$ cat config.mk
export PLATFORM = sky130hd
export DESIGN_NAME = tw_timer_ctrl
export DESIGN_NICKNAME = d
export VERILOG_FILES = /design/src/rtl/tw_pkg.sv /design/src/rtl/tw_timer_ctrl.sv
export SDC_FILE = /design/constraint.sdc
export NUM_CORES = 1
export LEC_CHECK = 0
export ABC_AREA = 1
export BUFFER_PORTS_ARGS = -buffer_cell sky130_fd_sc_hd__buf_2
export CORE_MARGIN = 2
export CORE_UTILIZATION = 45
export DETAILED_ROUTE_END_ITERATION = 16
export HOLD_SLACK_MARGIN = 0.06
export PLACE_DENSITY = 0.65
export SETUP_SLACK_MARGIN = 0.02
export SLEW_MARGIN = 20
export SYNTH_ARGS = -nofsm -noshare
export SYNTH_HDL_FRONTEND = slang
export SYNTH_SLANG_ARGS = --single-unit
$ cat constraint.sdc
create_clock -name clk -period 2.25 [get_ports clk]
set_input_delay 0.675 -clock clk [delete_from_list [all_inputs] [get_ports clk]]
set_output_delay 0.675 -clock clk [all_outputs]
set_load 0.05 [all_outputs]
$ cat src/rtl/tw_pkg.sv
// Shared constants and types for the 16-bit timer waveform control block.
// Assumes a 32-bit Avalon-MM slave port with byte addresses; each register
// takes one word at four times its index.
package tw_pkg;

	// Register indices (byte address is index * 4)
	localparam logic [5:0] TW_IDX_CTRL_A      = 6'h00;
	localparam logic [5:0] TW_IDX_CTRL_B      = 6'h01;
	localparam logic [5:0] TW_IDX_OUT_VALUE   = 6'h02;
	localparam logic [5:0] TW_IDX_SPLIT       = 6'h03;
	localparam logic [5:0] TW_IDX_CMD_DIR_CLR = 6'h04;
	localparam logic [5:0] TW_IDX_CMD_DIR_SET = 6'h05;
	localparam logic [5:0] TW_IDX_BV_CLR      = 6'h06;
	localparam logic [5:0] TW_IDX_BV_SET      = 6'h07;
	localparam logic [5:0] TW_IDX_COUNT       = 6'h20;
	localparam logic [5:0] TW_IDX_PERIOD      = 6'h26;
	localparam logic [5:0] TW_IDX_COMPARE_REGISTER_0        = 6'h28;
	localparam logic [5:0] TW_IDX_PERIOD_BUF  = 6'h36;
	localparam logic [5:0] TW_IDX_COMPARE_REGISTER_0_BUF    = 6'h38;
	localparam logic [5:0] TW_IDX_STRIDE      = 6'h02;

	// Field positions
	localparam int TW_POS_ENABLE    = 0;
	localparam int TW_POS_AUTO_LOCK = 3;
	localparam int TW_POS_CMP_EN    = 4;
	localparam int TW_POS_SPLIT     = 0;
	localparam int TW_POS_DIR       = 0;
	localparam int TW_POS_LOCK      = 1;
	localparam int TW_POS_CMD       = 2;
	localparam int TW_POS_PERIOD_BV = 0;
	localparam int TW_POS_CMP_BV    = 1;

	// Reset values
	localparam logic [7:0]  TW_RST_REG8  = 8'h00;
	localparam logic [15:0] TW_RST_TIMER = 16'h0000;

	typedef enum logic [2:0] {
		TW_WG_NORMAL    = 3'h0,
		TW_WG_FREQUENCY = 3'h1,
		TW_WG_SINGLE    = 3'h3,
		TW_WG_DUAL_HIGH = 3'h5,
		TW_WG_DUAL_BOTH = 3'h6,
		TW_WG_DUAL_LOW  = 3'h7
	} tw_waveform_mode_t;

	typedef enum logic [1:0] {
		TW_CMD_NONE    = 2'h0,
		TW_CMD_UPDATE  = 2'h1,
		TW_CMD_RESTART = 2'h2,
		TW_CMD_RESET   = 2'h3
	} tw_cmd_t;

	typedef enum logic [1:0] {
		TW_BUS_IDLE = 2'b01,
		TW_BUS_ACK  = 2'b10
	} tw_bus_t;

	typedef struct packed {
		tw_bus_t          bus;
		logic             wait_rq;
		logic [31:0]      rdata;
		logic             enable;
		logic [2:0]       cmp_en;
		logic             auto_lock;
		logic [2:0]       mode;
		logic [2:0]       out_value;
		logic             split;
		logic             lock;
		logic             dir;
		logic [3:0]       bv;
		logic [15:0]      cnt;
		logic [15:0]      period;
		logic [15:0]      period_buf;
		logic [2:0][15:0] cmp;
		logic [2:0][15:0] cmp_buf;
		logic [2:0]       wave;
		logic [2:0]       pin_out;
		logic [2:0]       pin_oe;
		logic [2:0]       logic_out;
		logic             update_p;
		logic             ovf_p;
	} tw_state_t;

endpackage : tw_pkg

$ cat src/rtl/tw_timer_ctrl.sv
// 16-bit timer waveform control: modes, buffers, set/clear pairs, outputs.
// Assumes an Avalon-MM master on clk and a port output value from the same
// clock domain; pads and configurable logic take the waveform outputs.
//
// The Avalon-MM slave port is this design's own decision.
`timescale 1ns/100ps
module tw_timer_ctrl
	import tw_pkg::*;
(
	input  wire logic        clk,
	input  wire logic        reset_n,
	input  wire logic        clk_en,
	input  wire logic [7:0]  avs_address,
	input  wire logic        avs_read,
	input  wire logic        avs_write,
	input  wire logic [31:0] avs_writedata,
	input  wire logic [3:0]  avs_byteenable,
	output logic [31:0]      avs_readdata,
	output logic             avs_waitrequest,
	input  wire logic [2:0]  port_value,
	output logic [2:0]       waveform_output,
	output logic [2:0]       waveform_output_oe,
	output logic [2:0]       logic_waveform,
	output logic             update_pulse,
	output logic             overflow_pulse,
	output logic             split_select
);

	function automatic logic [3:0] apply_sc(input logic [3:0] cur,
		input logic [3:0] set, input logic [3:0] clr);
		apply_sc = (cur & ~clr) | set;
	endfunction : apply_sc

	function automatic logic [15:0] merge16(input logic [15:0] cur,
		input logic [31:0] wd, input logic [3:0] be);
		merge16 = {be[1] ? wd[15:8] : cur[15:8], be[0] ? wd[7:0] : cur[7:0]};
	endfunction : merge16

	tw_state_t   st_q;
	tw_state_t   st_d;
	logic        wr_acc;
	logic        we8;
	logic [5:0]  idx;
	logic [7:0]  wd8;
	logic [1:0]  cmd;
	logic [15:0] top;
	logic        at_top;
	logic        at_bot;
	logic        hw_upd;
	logic        force_upd;
	logic        cmd_rst_req;
	logic        hard_rst;
	logic        xfer;
	logic        any_buf_wr;
	logic        all_valid;

	always_comb begin
		st_d = st_q;
		st_d.update_p = 1'b0;
		st_d.ovf_p = 1'b0;
		hw_upd = 1'b0;
		force_upd = 1'b0;
		cmd_rst_req = 1'b0;
		hard_rst = 1'b0;
		any_buf_wr = 1'b0;
		idx = avs_address[7:2];
		wd8 = avs_writedata[7:0];
		wr_acc = (st_q.bus == TW_BUS_ACK) && avs_write;
		we8 = wr_acc && avs_byteenable[0];
		cmd = (we8 && idx == TW_IDX_CMD_DIR_SET) ? wd8[3:2] : TW_CMD_NONE;
		top = (st_q.mode == TW_WG_FREQUENCY) ? st_q.cmp[0]
			: st_q.period;
		at_top = (st_q.cnt == top);
		at_bot = (st_q.cnt == TW_RST_TIMER);

		// Bus: one wait cycle, then the answer stands for one cycle
		case (st_q.bus)
			TW_BUS_IDLE: begin
				if (avs_read || avs_write) begin
					st_d.bus = TW_BUS_ACK;
					st_d.wait_rq = 1'b0;
					st_d.rdata = '0;
					case (idx)
						TW_IDX_CTRL_A: st_d.rdata[0] = st_q.enable;
						TW_IDX_CTRL_B: st_d.rdata[6:0] = {st_q.cmp_en, st_q.auto_lock,
							st_q.mode};
						TW_IDX_OUT_VALUE: st_d.rdata[2:0] = st_q.out_value;
						TW_IDX_SPLIT: st_d.rdata[0] = st_q.split;
						TW_IDX_CMD_DIR_CLR, TW_IDX_CMD_DIR_SET: begin
							st_d.rdata[1:0] = {st_q.lock, st_q.dir};
						end
						TW_IDX_BV_CLR, TW_IDX_BV_SET: st_d.rdata[3:0] = st_q.bv;
						TW_IDX_COUNT: st_d.rdata[15:0] = st_q.cnt;
						TW_IDX_PERIOD: st_d.rdata[15:0] = st_q.period;
						TW_IDX_PERIOD_BUF: st_d.rdata[15:0] = st_q.period_buf;
						default: begin
							for (int n = 0; n < 3; n++) begin
								if (idx == TW_IDX_COMPARE_REGISTER_0 + 6'(n * 2))
									st_d.rdata[15:0] = st_q.cmp[n];
								if (idx == TW_IDX_COMPARE_REGISTER_0_BUF + 6'(n * 2))
									st_d.rdata[15:0] = st_q.cmp_buf[n];
							end
						end
					endcase
				end
			end
			TW_BUS_ACK: begin
				st_d.bus = TW_BUS_IDLE;
				st_d.wait_rq = 1'b1;
			end
			default: begin
				st_d.bus = TW_BUS_IDLE;
				st_d.wait_rq = 1'b1;
			end
		endcase

		// Plain configuration registers
		if (we8) begin
			case (idx)
				TW_IDX_CTRL_A: st_d.enable = wd8[TW_POS_ENABLE];
				TW_IDX_CTRL_B: begin
					st_d.cmp_en = wd8[TW_POS_CMP_EN +: 3];
					st_d.auto_lock = wd8[TW_POS_AUTO_LOCK];
					st_d.mode = wd8[2:0];
					if (wd8[TW_POS_AUTO_LOCK])
						st_d.lock = 1'b1;
				end
				TW_IDX_OUT_VALUE: st_d.out_value = wd8[2:0];
				TW_IDX_SPLIT: st_d.split = wd8[TW_POS_SPLIT];
				default: ;
			endcase
		end

		// Counting sequence per waveform mode; reserved codes hold the count
		if (st_q.enable) begin
			case (st_q.mode)
				TW_WG_NORMAL, TW_WG_FREQUENCY: begin
					if (!st_q.dir) begin
						if (at_top) begin
							st_d.cnt = TW_RST_TIMER;
							hw_upd = 1'b1;
							st_d.ovf_p = 1'b1;
						end else
							st_d.cnt = st_q.cnt + 16'h0001;
					end else begin
						if (at_bot) begin
							st_d.cnt = top;
							st_d.ovf_p = 1'b1;
						end else
							st_d.cnt = st_q.cnt - 16'h0001;
					end
				end
				TW_WG_SINGLE: begin
					st_d.cnt = at_top ? TW_RST_TIMER : st_q.cnt + 16'h0001;
					hw_upd = at_bot;
					st_d.ovf_p = at_bot;
				end
				TW_WG_DUAL_HIGH, TW_WG_DUAL_BOTH, TW_WG_DUAL_LOW: begin
					if (!st_q.dir) begin
						if (at_top) begin
							st_d.dir = 1'b1;
							st_d.cnt = st_q.cnt - 16'h0001;
						end else
							st_d.cnt = st_q.cnt + 16'h0001;
					end else begin
						if (at_bot) begin
							st_d.dir = 1'b0;
							st_d.cnt = st_q.cnt + 16'h0001;
						end else
							st_d.cnt = st_q.cnt - 16'h0001;
					end
					hw_upd = at_bot;
					if (st_q.mode == TW_WG_DUAL_HIGH)
						st_d.ovf_p = at_top;
					else if (st_q.mode == TW_WG_DUAL_BOTH)
						st_d.ovf_p = at_top | at_bot;
					else
						st_d.ovf_p = at_bot;
				end
				default: ;
			endcase
		end

		// Software commands
		case (cmd)
			TW_CMD_UPDATE: force_upd = 1'b1;
			TW_CMD_RESTART: begin
				st_d.cnt = TW_RST_TIMER;
				st_d.dir = 1'b0;
			end
			TW_CMD_RESET: begin
				cmd_rst_req = 1'b1;
				hard_rst = !st_q.enable;
			end
			default: ;
		endcase

		// Set/clear pair for lock and direction
		if (we8 && idx == TW_IDX_CMD_DIR_CLR)
			{st_d.lock, st_d.dir} = 2'(apply_sc({2'b00, st_d.lock, st_d.dir},
				4'h0, wd8[3:0]));
		if (we8 && idx == TW_IDX_CMD_DIR_SET)
			{st_d.lock, st_d.dir} = 2'(apply_sc({2'b00, st_d.lock, st_d.dir},
				{2'b00, wd8[1:0]}, 4'h0));

		// Buffer transfer at UPDATE
		xfer = force_upd | (hw_upd & ~st_q.lock);
		st_d.update_p = hw_upd | force_upd;
		if (xfer) begin
			st_d.period = st_q.period_buf;
			st_d.cmp = st_q.cmp_buf;
			st_d.bv = 4'h0;
		end

		// Auto-lock: release when all enabled channels hold valid buffers
		all_valid = &(st_q.bv[TW_POS_CMP_BV +: 3] | ~st_q.cmp_en);
		if (st_q.auto_lock) begin
			if (xfer)
				st_d.lock = 1'b1;
			else if (all_valid)
				st_d.lock = 1'b0;
		end

		// Valid flags: software pair first, buffer writes win last
		if (we8 && idx == TW_IDX_BV_CLR)
			st_d.bv = apply_sc(st_d.bv, 4'h0, wd8[3:0]);
		if (we8 && idx == TW_IDX_BV_SET)
			st_d.bv = apply_sc(st_d.bv, wd8[3:0], 4'h0);
		if (wr_acc && idx == TW_IDX_PERIOD_BUF) begin
			st_d.period_buf = merge16(st_q.period_buf, avs_writedata,
				avs_byteenable);
			st_d.bv[TW_POS_PERIOD_BV] = 1'b1;
			any_buf_wr = 1'b1;
		end
		for (int n = 0; n < 3; n++) begin
			if (wr_acc && idx == TW_IDX_COMPARE_REGISTER_0_BUF + 6'(n * 2)) begin
				st_d.cmp_buf[n] = merge16(st_q.cmp_buf[n], avs_writedata,
					avs_byteenable);
				st_d.bv[TW_POS_CMP_BV + n] = 1'b1;
				any_buf_wr = 1'b1;
			end
		end

		// Hard reset of the counter state
		if (hard_rst) begin
			st_d.cnt = TW_RST_TIMER;
			st_d.period = TW_RST_TIMER;
			st_d.period_buf = TW_RST_TIMER;
			st_d.cmp = '0;
			st_d.cmp_buf = '0;
			st_d.dir = 1'b0;
			st_d.lock = 1'b0;
			st_d.bv = 4'h0;
		end

		// Waveform generator
		if (!st_q.enable)
			st_d.wave = st_q.out_value;
		else begin
			for (int n = 0; n < 3; n++) begin
				case (st_q.mode)
					TW_WG_FREQUENCY: begin
						if (st_q.cnt == st_q.cmp[n])
							st_d.wave[n] = ~st_q.wave[n];
					end
					TW_WG_SINGLE, TW_WG_DUAL_HIGH, TW_WG_DUAL_BOTH,
					TW_WG_DUAL_LOW: st_d.wave[n] = (st_q.cnt < st_q.cmp[n]);
					default: ;
				endcase
			end
		end
		for (int n = 0; n < 3; n++)
			st_d.pin_out[n] = st_q.cmp_en[n] ? st_q.wave[n]
				: port_value[n];
		st_d.pin_oe = st_q.cmp_en;
		st_d.logic_out = st_q.wave;
	end

	always_ff @(posedge clk or negedge reset_n) begin
		if (!reset_n) begin
			st_q <= '0;
			st_q.bus <= TW_BUS_IDLE;
			st_q.wait_rq <= 1'b1;
			st_q.mode <= TW_RST_REG8[2:0];
		end else if (clk_en) begin
			st_q <= st_d;
		end
	end

	assign avs_readdata = st_q.rdata;
	assign avs_waitrequest = st_q.wait_rq;
	assign waveform_output = st_q.pin_out;
	assign waveform_output_oe = st_q.pin_oe;
	assign logic_waveform = st_q.logic_out;
	assign update_pulse = st_q.update_p;
	assign overflow_pulse = st_q.ovf_p;
	assign split_select = st_q.split;
endmodule : tw_timer_ctrl

# --- Yosys cells after proc, flatten, opt, wreduce, memory -nomap -nowiden ---
# Cells that the tools add are included.
totals:
  reg_bits: 195
  elab_cells: 218
classes:
  add_sub_neg: 2
  n_lt_le_gt_ge: 3
  n_eq_ne: 35
  muxes: 76
  bitwise_logic: 15
  n_reduce_logical: 54
ops:
  columns: ["operator", "count"]
  rows:
  - ["16-bit 2-to-1 mux", 20]
  - ["150-bit 2-to-1 mux", 1]
  - ["16-bit equality test", 4]
  - ["6-bit equality test, second input constant", 9]
  - ["3-bit AND reduction", 18]
  - ["16-bit < comparator", 3]
  - ["48-bit 2-to-1 mux", 1]
  - ["16-bit case mux with 3 select lines", 1]
  - ["9-bit case mux with 4 select lines", 1]
  - ["35-bit 2-to-1 mux", 1]
  - ["1-bit 2-to-1 mux", 31]
  - ["6-bit by 3-bit equality test with 1-bit output, second input constant", 4]
  - ["16-bit by 1-bit adder with 16-bit output, second input constant", 1]
  - ["16-bit zero test", 1]
  - ["8-bit 2-to-1 mux", 2]
  - ["16-bit by 1-bit subtractor with 16-bit output, second input constant", 1]
  - ["3-bit case mux with 5 select lines", 1]
  - ["2-bit nonzero test", 7]
  - ["6-bit by 2-bit equality test with 1-bit output, second input constant", 2]
  - ["4-bit 2-to-1 mux", 3]
  - ["3-bit by 2-bit != test with 1-bit output, second input constant", 4]
  - ["1-bit logical AND", 10]
  - ["3-bit equality test, second input constant", 3]
  - ["1-bit case mux with 9 select lines", 1]
  - ["other kinds (36)", 55]

# --- Logic depth before layout (Yosys ltp) ---
logic_depth:
  word_depth: 16
  ltp_mapped: 18
  ltp_nobuf: 17

# --- Least setup slack after synthesis ---
# Ideal clock, no wire load.
synth_path:
  kind: "input to register"
  from: "input port clk_en"
  to: "register st_q (netlist bit avs_readdata[3])"
  arrival_ps: 2280
  slack_ps: -173
  cell_stages: 6
  n_path_buf: 1
  cell_sequence: "buf_2 clkinv_1 nor4_2 inv_1 a2111oi_0 a31oi_1"
synth_via:
  elab_chain_len: 1
synth_lines:
  columns: ["item", "line_no", "source"]
  rows:
  - ["start, declared", "tw_timer_ctrl.sv:12", "input wire logic clk_en,"]
  - ["3-bit AND reduction (no source line)", null, null]
  - ["end signal, assigned", "tw_timer_ctrl.sv:286", "st_q <= st_d;"]
  - ["end, declared", "tw_timer_ctrl.sv:39", "tw_state_t st_q;"]
# No other way between the ends.
# A chain may end at the register's enable or synchronous reset.

# --- Worst setup path after layout ---
layout_path:
  from: "register st_q[169] (netlist name)"
  to: "register st_q[86] (netlist name)"
layout_via:
  elab_chain_len: 11
layout_lines:
  columns: ["item", "line_no", "source"]
  rows:
  - ["3-bit by 1-bit equality test with 1-bit output", "tw_timer_ctrl.sv:71, tw_timer_ctrl.sv:136", null]
  - ["16-bit 2-to-1 mux", "tw_timer_ctrl.sv:71", "top = (st_q.mode == TW_WG_FREQUENCY) ? st_q.cmp[0]"]
  - ["16-bit equality test", "tw_timer_ctrl.sv:73", "at_top = (st_q.cnt == top);"]
  - ["1-bit 2-to-1 mux", "tw_timer_ctrl.sv:139", "if (at_top) begin"]
  - ["1-bit 2-to-1 mux", "tw_timer_ctrl.sv:138", "if (!st_q.dir) begin"]
  - ["1-bit case mux with 2 select lines *", "tw_timer_ctrl.sv:136", "case (st_q.mode)"]
  - ["1-bit 2-to-1 mux *", "tw_timer_ctrl.sv:135", "if (st_q.enable) begin"]
  - ["1-bit bitwise AND *", "tw_timer_ctrl.sv:207", "xfer = force_upd | (hw_upd & ~st_q.lock);"]
  - ["1-bit bitwise OR *", "tw_timer_ctrl.sv:207", null]
  - ["2-bit nonzero test (no source line) *", null, null]
  - ["2-bit AND reduction (no source line) *", null, null]
# Every way passes the cells marked *; elsewhere a longest branch is shown, timed or not.

==> impl_metrics.ini <==
[timing]
rsz0062_at_grt = yes
worst_pin_slew_ps = 532
post-route-min-period_ps = 2620
final.period_utilization = 1.17
hold-worst-slack_ps = 170
maxSlewHeadroom = 0.645
fin_tns_setup_ps = -25500
skew_ps = 12.7
fin_ws_ps = -375
fmax_ghz = 0.381
hold_violations = 0
setup_violations = 90
drv_slew = 0

[clock_network]
cts.htree.levels = 4
clk_latency_ps = 440
clkSinkCount = 194
ctsHoldBuffers = 0
cts.clk_slew.worst_paths_ps = 70
clockBufferDepth = 2
numCtsBuffers = 17
tritoncts = yes
cts_root_buf = clkbuf_16

[floorplan]
die_x_um = 171
fp.dieArea_mm2 = 0.0293
core_mm2 = 0.0276
pin_count = 97
die_h_um = 171
row_count = 61
start_util = 0.455

[critical_path]
cp.required_ps = 2580
start_kind = register
worstPathCellList = nor2_4 > buf_12 > nand2_8 > nand2_4 > nand2_4 > nand2_2 > nand2_2 > nor2_2 > nand2_2 > nor2_4 > nand4_4 > nand2_4 > nand3_4 > nand3_4 > nand2_8 > clkbuf_16 > nand2_1 > nand2_1
crit_buf_inv = 2
cp_top_family = simple AND/OR/NAND/NOR gates
crit_path_max_fanout = 11
cp-end-kind = register
crit_type = register to register
crit_slowest_cell = dfrtp_1
cp.arrival_ps = 2950
critical_path.max_stage_delay_ps = 410

[global_routing]
grt_pass1_vias = 12322
grt_pass1_wl_um = 67500
grt_use_total = 0.303
grt_max_degree = 49
antenna_found_initial = 1
overflow = 0

[logic_synthesis]
async_flop_share = 1.00
synth_edf_count = 0
ys.flop_type = dfrtp_1
synth_cell_type_count = 53
yosysSeqAreaShare = 0.386
yosys_warnings = 0
ys_ff_latch = 194
syn_inst = 1755
synth_area_mm2 = 0.0126
syn_avg_cell_area_um2 = 7.16

[placed_design]
place_ws_ps = -386
place_inst = 2355
hpwl_um = 31900
portBuffers = 60
gp_congestion = 0.991
post_dp_cell_area_mm2 = 0.0151

[routing]
drc_errors = 0
dr.pass1.iters = 6
vias_per_cell = 5.48
drtIter0Drc = 1521
routedWlPerCell_um = 18.3
vias = 13217
wirelength_um = 44100
final_antenna_net_count = 0

[outcome]
status = finished, violations left
violations = setup timing

[power]
pwr_density_cell_mw_per_mm2 = 547
p_leak_nw = 8.09
peakVddDrop_mv = 0.486
power_mw = 8.95

[finish]
design_area_mm2 = 0.0163
final_nets = 2125
antenna_cells = 0
utilization = 0.592
syn_to_final_growth_pct = 30.1
fin_cells = 2411
drive_gt1_frac = 0.250

[hold_path]
hold_class = primary input to async pin

[job]
max-cap-violations = 0
==> synthesized netlist by cell type (3+ instances only) <==
cell	number	share of area
a41oi_1	4	0.0028
a221o_1	3	0.0024
nand3_1	182	0.072
nand2_2	3	0.0015
buf_1	4	0.0012
o2111ai_1	5	0.0035
ha_1	50	0.050
o21ai_0	151	0.060
buf_4	44	0.026
inv_2	7	0.0021
nand2_1	527	0.16
a22oi_1	4	0.0024
o22ai_1	7	0.0035
nor2_4	3	0.0027
a21oi_1	74	0.029
buf_6	7	0.0063
buf_2	14	0.0056
nor2_2	3	0.0015
a221oi_1	19	0.013
a31oi_1	18	0.0090
o21ai_1	19	0.0076
nand4_1	16	0.0080
clkinv_1	7	0.0021
inv_1	138	0.041
nor3_1	19	0.0076
o21a_1	6	0.0036
clkbuf_1	45	0.013
o211ai_1	6	0.0036
a211oi_1	7	0.0042
dfrtp_1	193	0.38
nor2_1	123	0.037
xor2_1	18	0.013
==> where the power goes <==
part           internal [mW]  switching, mW  leakage [nW]  total (mW)
logic                  0.617           1.39          5.18        2.00
clock network           1.74           1.40         0.284        3.14
registers               3.66          0.143          2.62        3.80
total                   6.02           2.93          8.09        8.95
==> metal layers <==
metal | wire length (um) | up-vias | GRT usage
met5 | 12 | - | 0
met4 | 1440 | 2 | 0.116
met3 | 3490 | 83 | 0.0541
met2 | 19900 | 549 | 0.468
met1 | 19200 | 6251 | 0.423
li1 | - | 6332 | -
==> worst reg2reg max path: cells and delay by family (launching register included) <==
family / cells / cell delay, ps
flops: 1 / 410
simple gates: 16 / 1730
buf+inv: 2 / 390
==> kinds of logic (layout without fill, tap and decap cells) <==
family,Yosys count,in the layout,share of synthesized area
buf+inv,266,527,0.0982
flops,194,194,0.386
mux,2,2,0.00179
compound gates,332,332,0.152
xor+xnor,19,19,0.0132
simple gates,891,893,0.299
other cells,1,16,0.000298
fa+ha+maj,50,50,0.0498
==> state kept, by name (all words and copies together) (netlist names) <==
| register | flops |
|---|---|
| st_q | 160 |
| avs_readdata | 16 |
| st_d | 6 |
| logic_waveform | 3 |
| waveform_output | 3 |
| waveform_output_oe | 3 |
| overflow_pulse | 1 |
| split_select | 1 |
| update_pulse | 1 |
==> what timing repair did <==
| item | 4_1_cts | 5_1_grt |
|---|---|---|
| setup buffers | 8 | 11 |
| pin swaps | 1 | 16 |
| gates resized for setup | 45 | 75 |
| cloned | 6 | 4 |
| endpoints found under the setup margin | 88 | 93 |
==> placed cells by master (no fill, tap or decap), drive strengths merged, types with 5 or more instances in the layout <==
cell type,n
nand2,533
a211oi,7
xor2,18
nand3,184
conb,16
a31oi,18
buf,342
nand4,18
a221oi,19
inv,147
nor2,129
a21oi,74
o2111ai,5
clkbuf,25
ha,50
clkinv,9
o211ai,6
nor3,21
o21ai,170
o22ai,7
o21a,6
dfrtp,193
==> path summary, 6_finish.rpt <==
check / startpoint / depth (start not counted) / slack, ps / endpoint
worst max-delay path: st_q[169] / 18 / -370 / st_q[86]
worst min-delay path: reset_n / 1 / 170 / st_q[157]
worst max register to register: st_q[169] / 18 / -370 / st_q[86]
worst min register to register: st_q[99] / 2 / 470 / st_q[99]
max in group asynchronous: reset_n / 2 / 1400 / st_q[62]
min in group clk: st_q[99] / 2 / 470 / st_q[99]
==> layout make-up <==
cell class	instances	area, um^2
multi-input combinational	1312	6990
tap	378	473
fill	2576	11300
clock buffer	21	480
timing repair buffer	346	2860
clock inverter	8	103
sequential	194	4860
inverter	152	582
(Power assumes the default switching activity.)
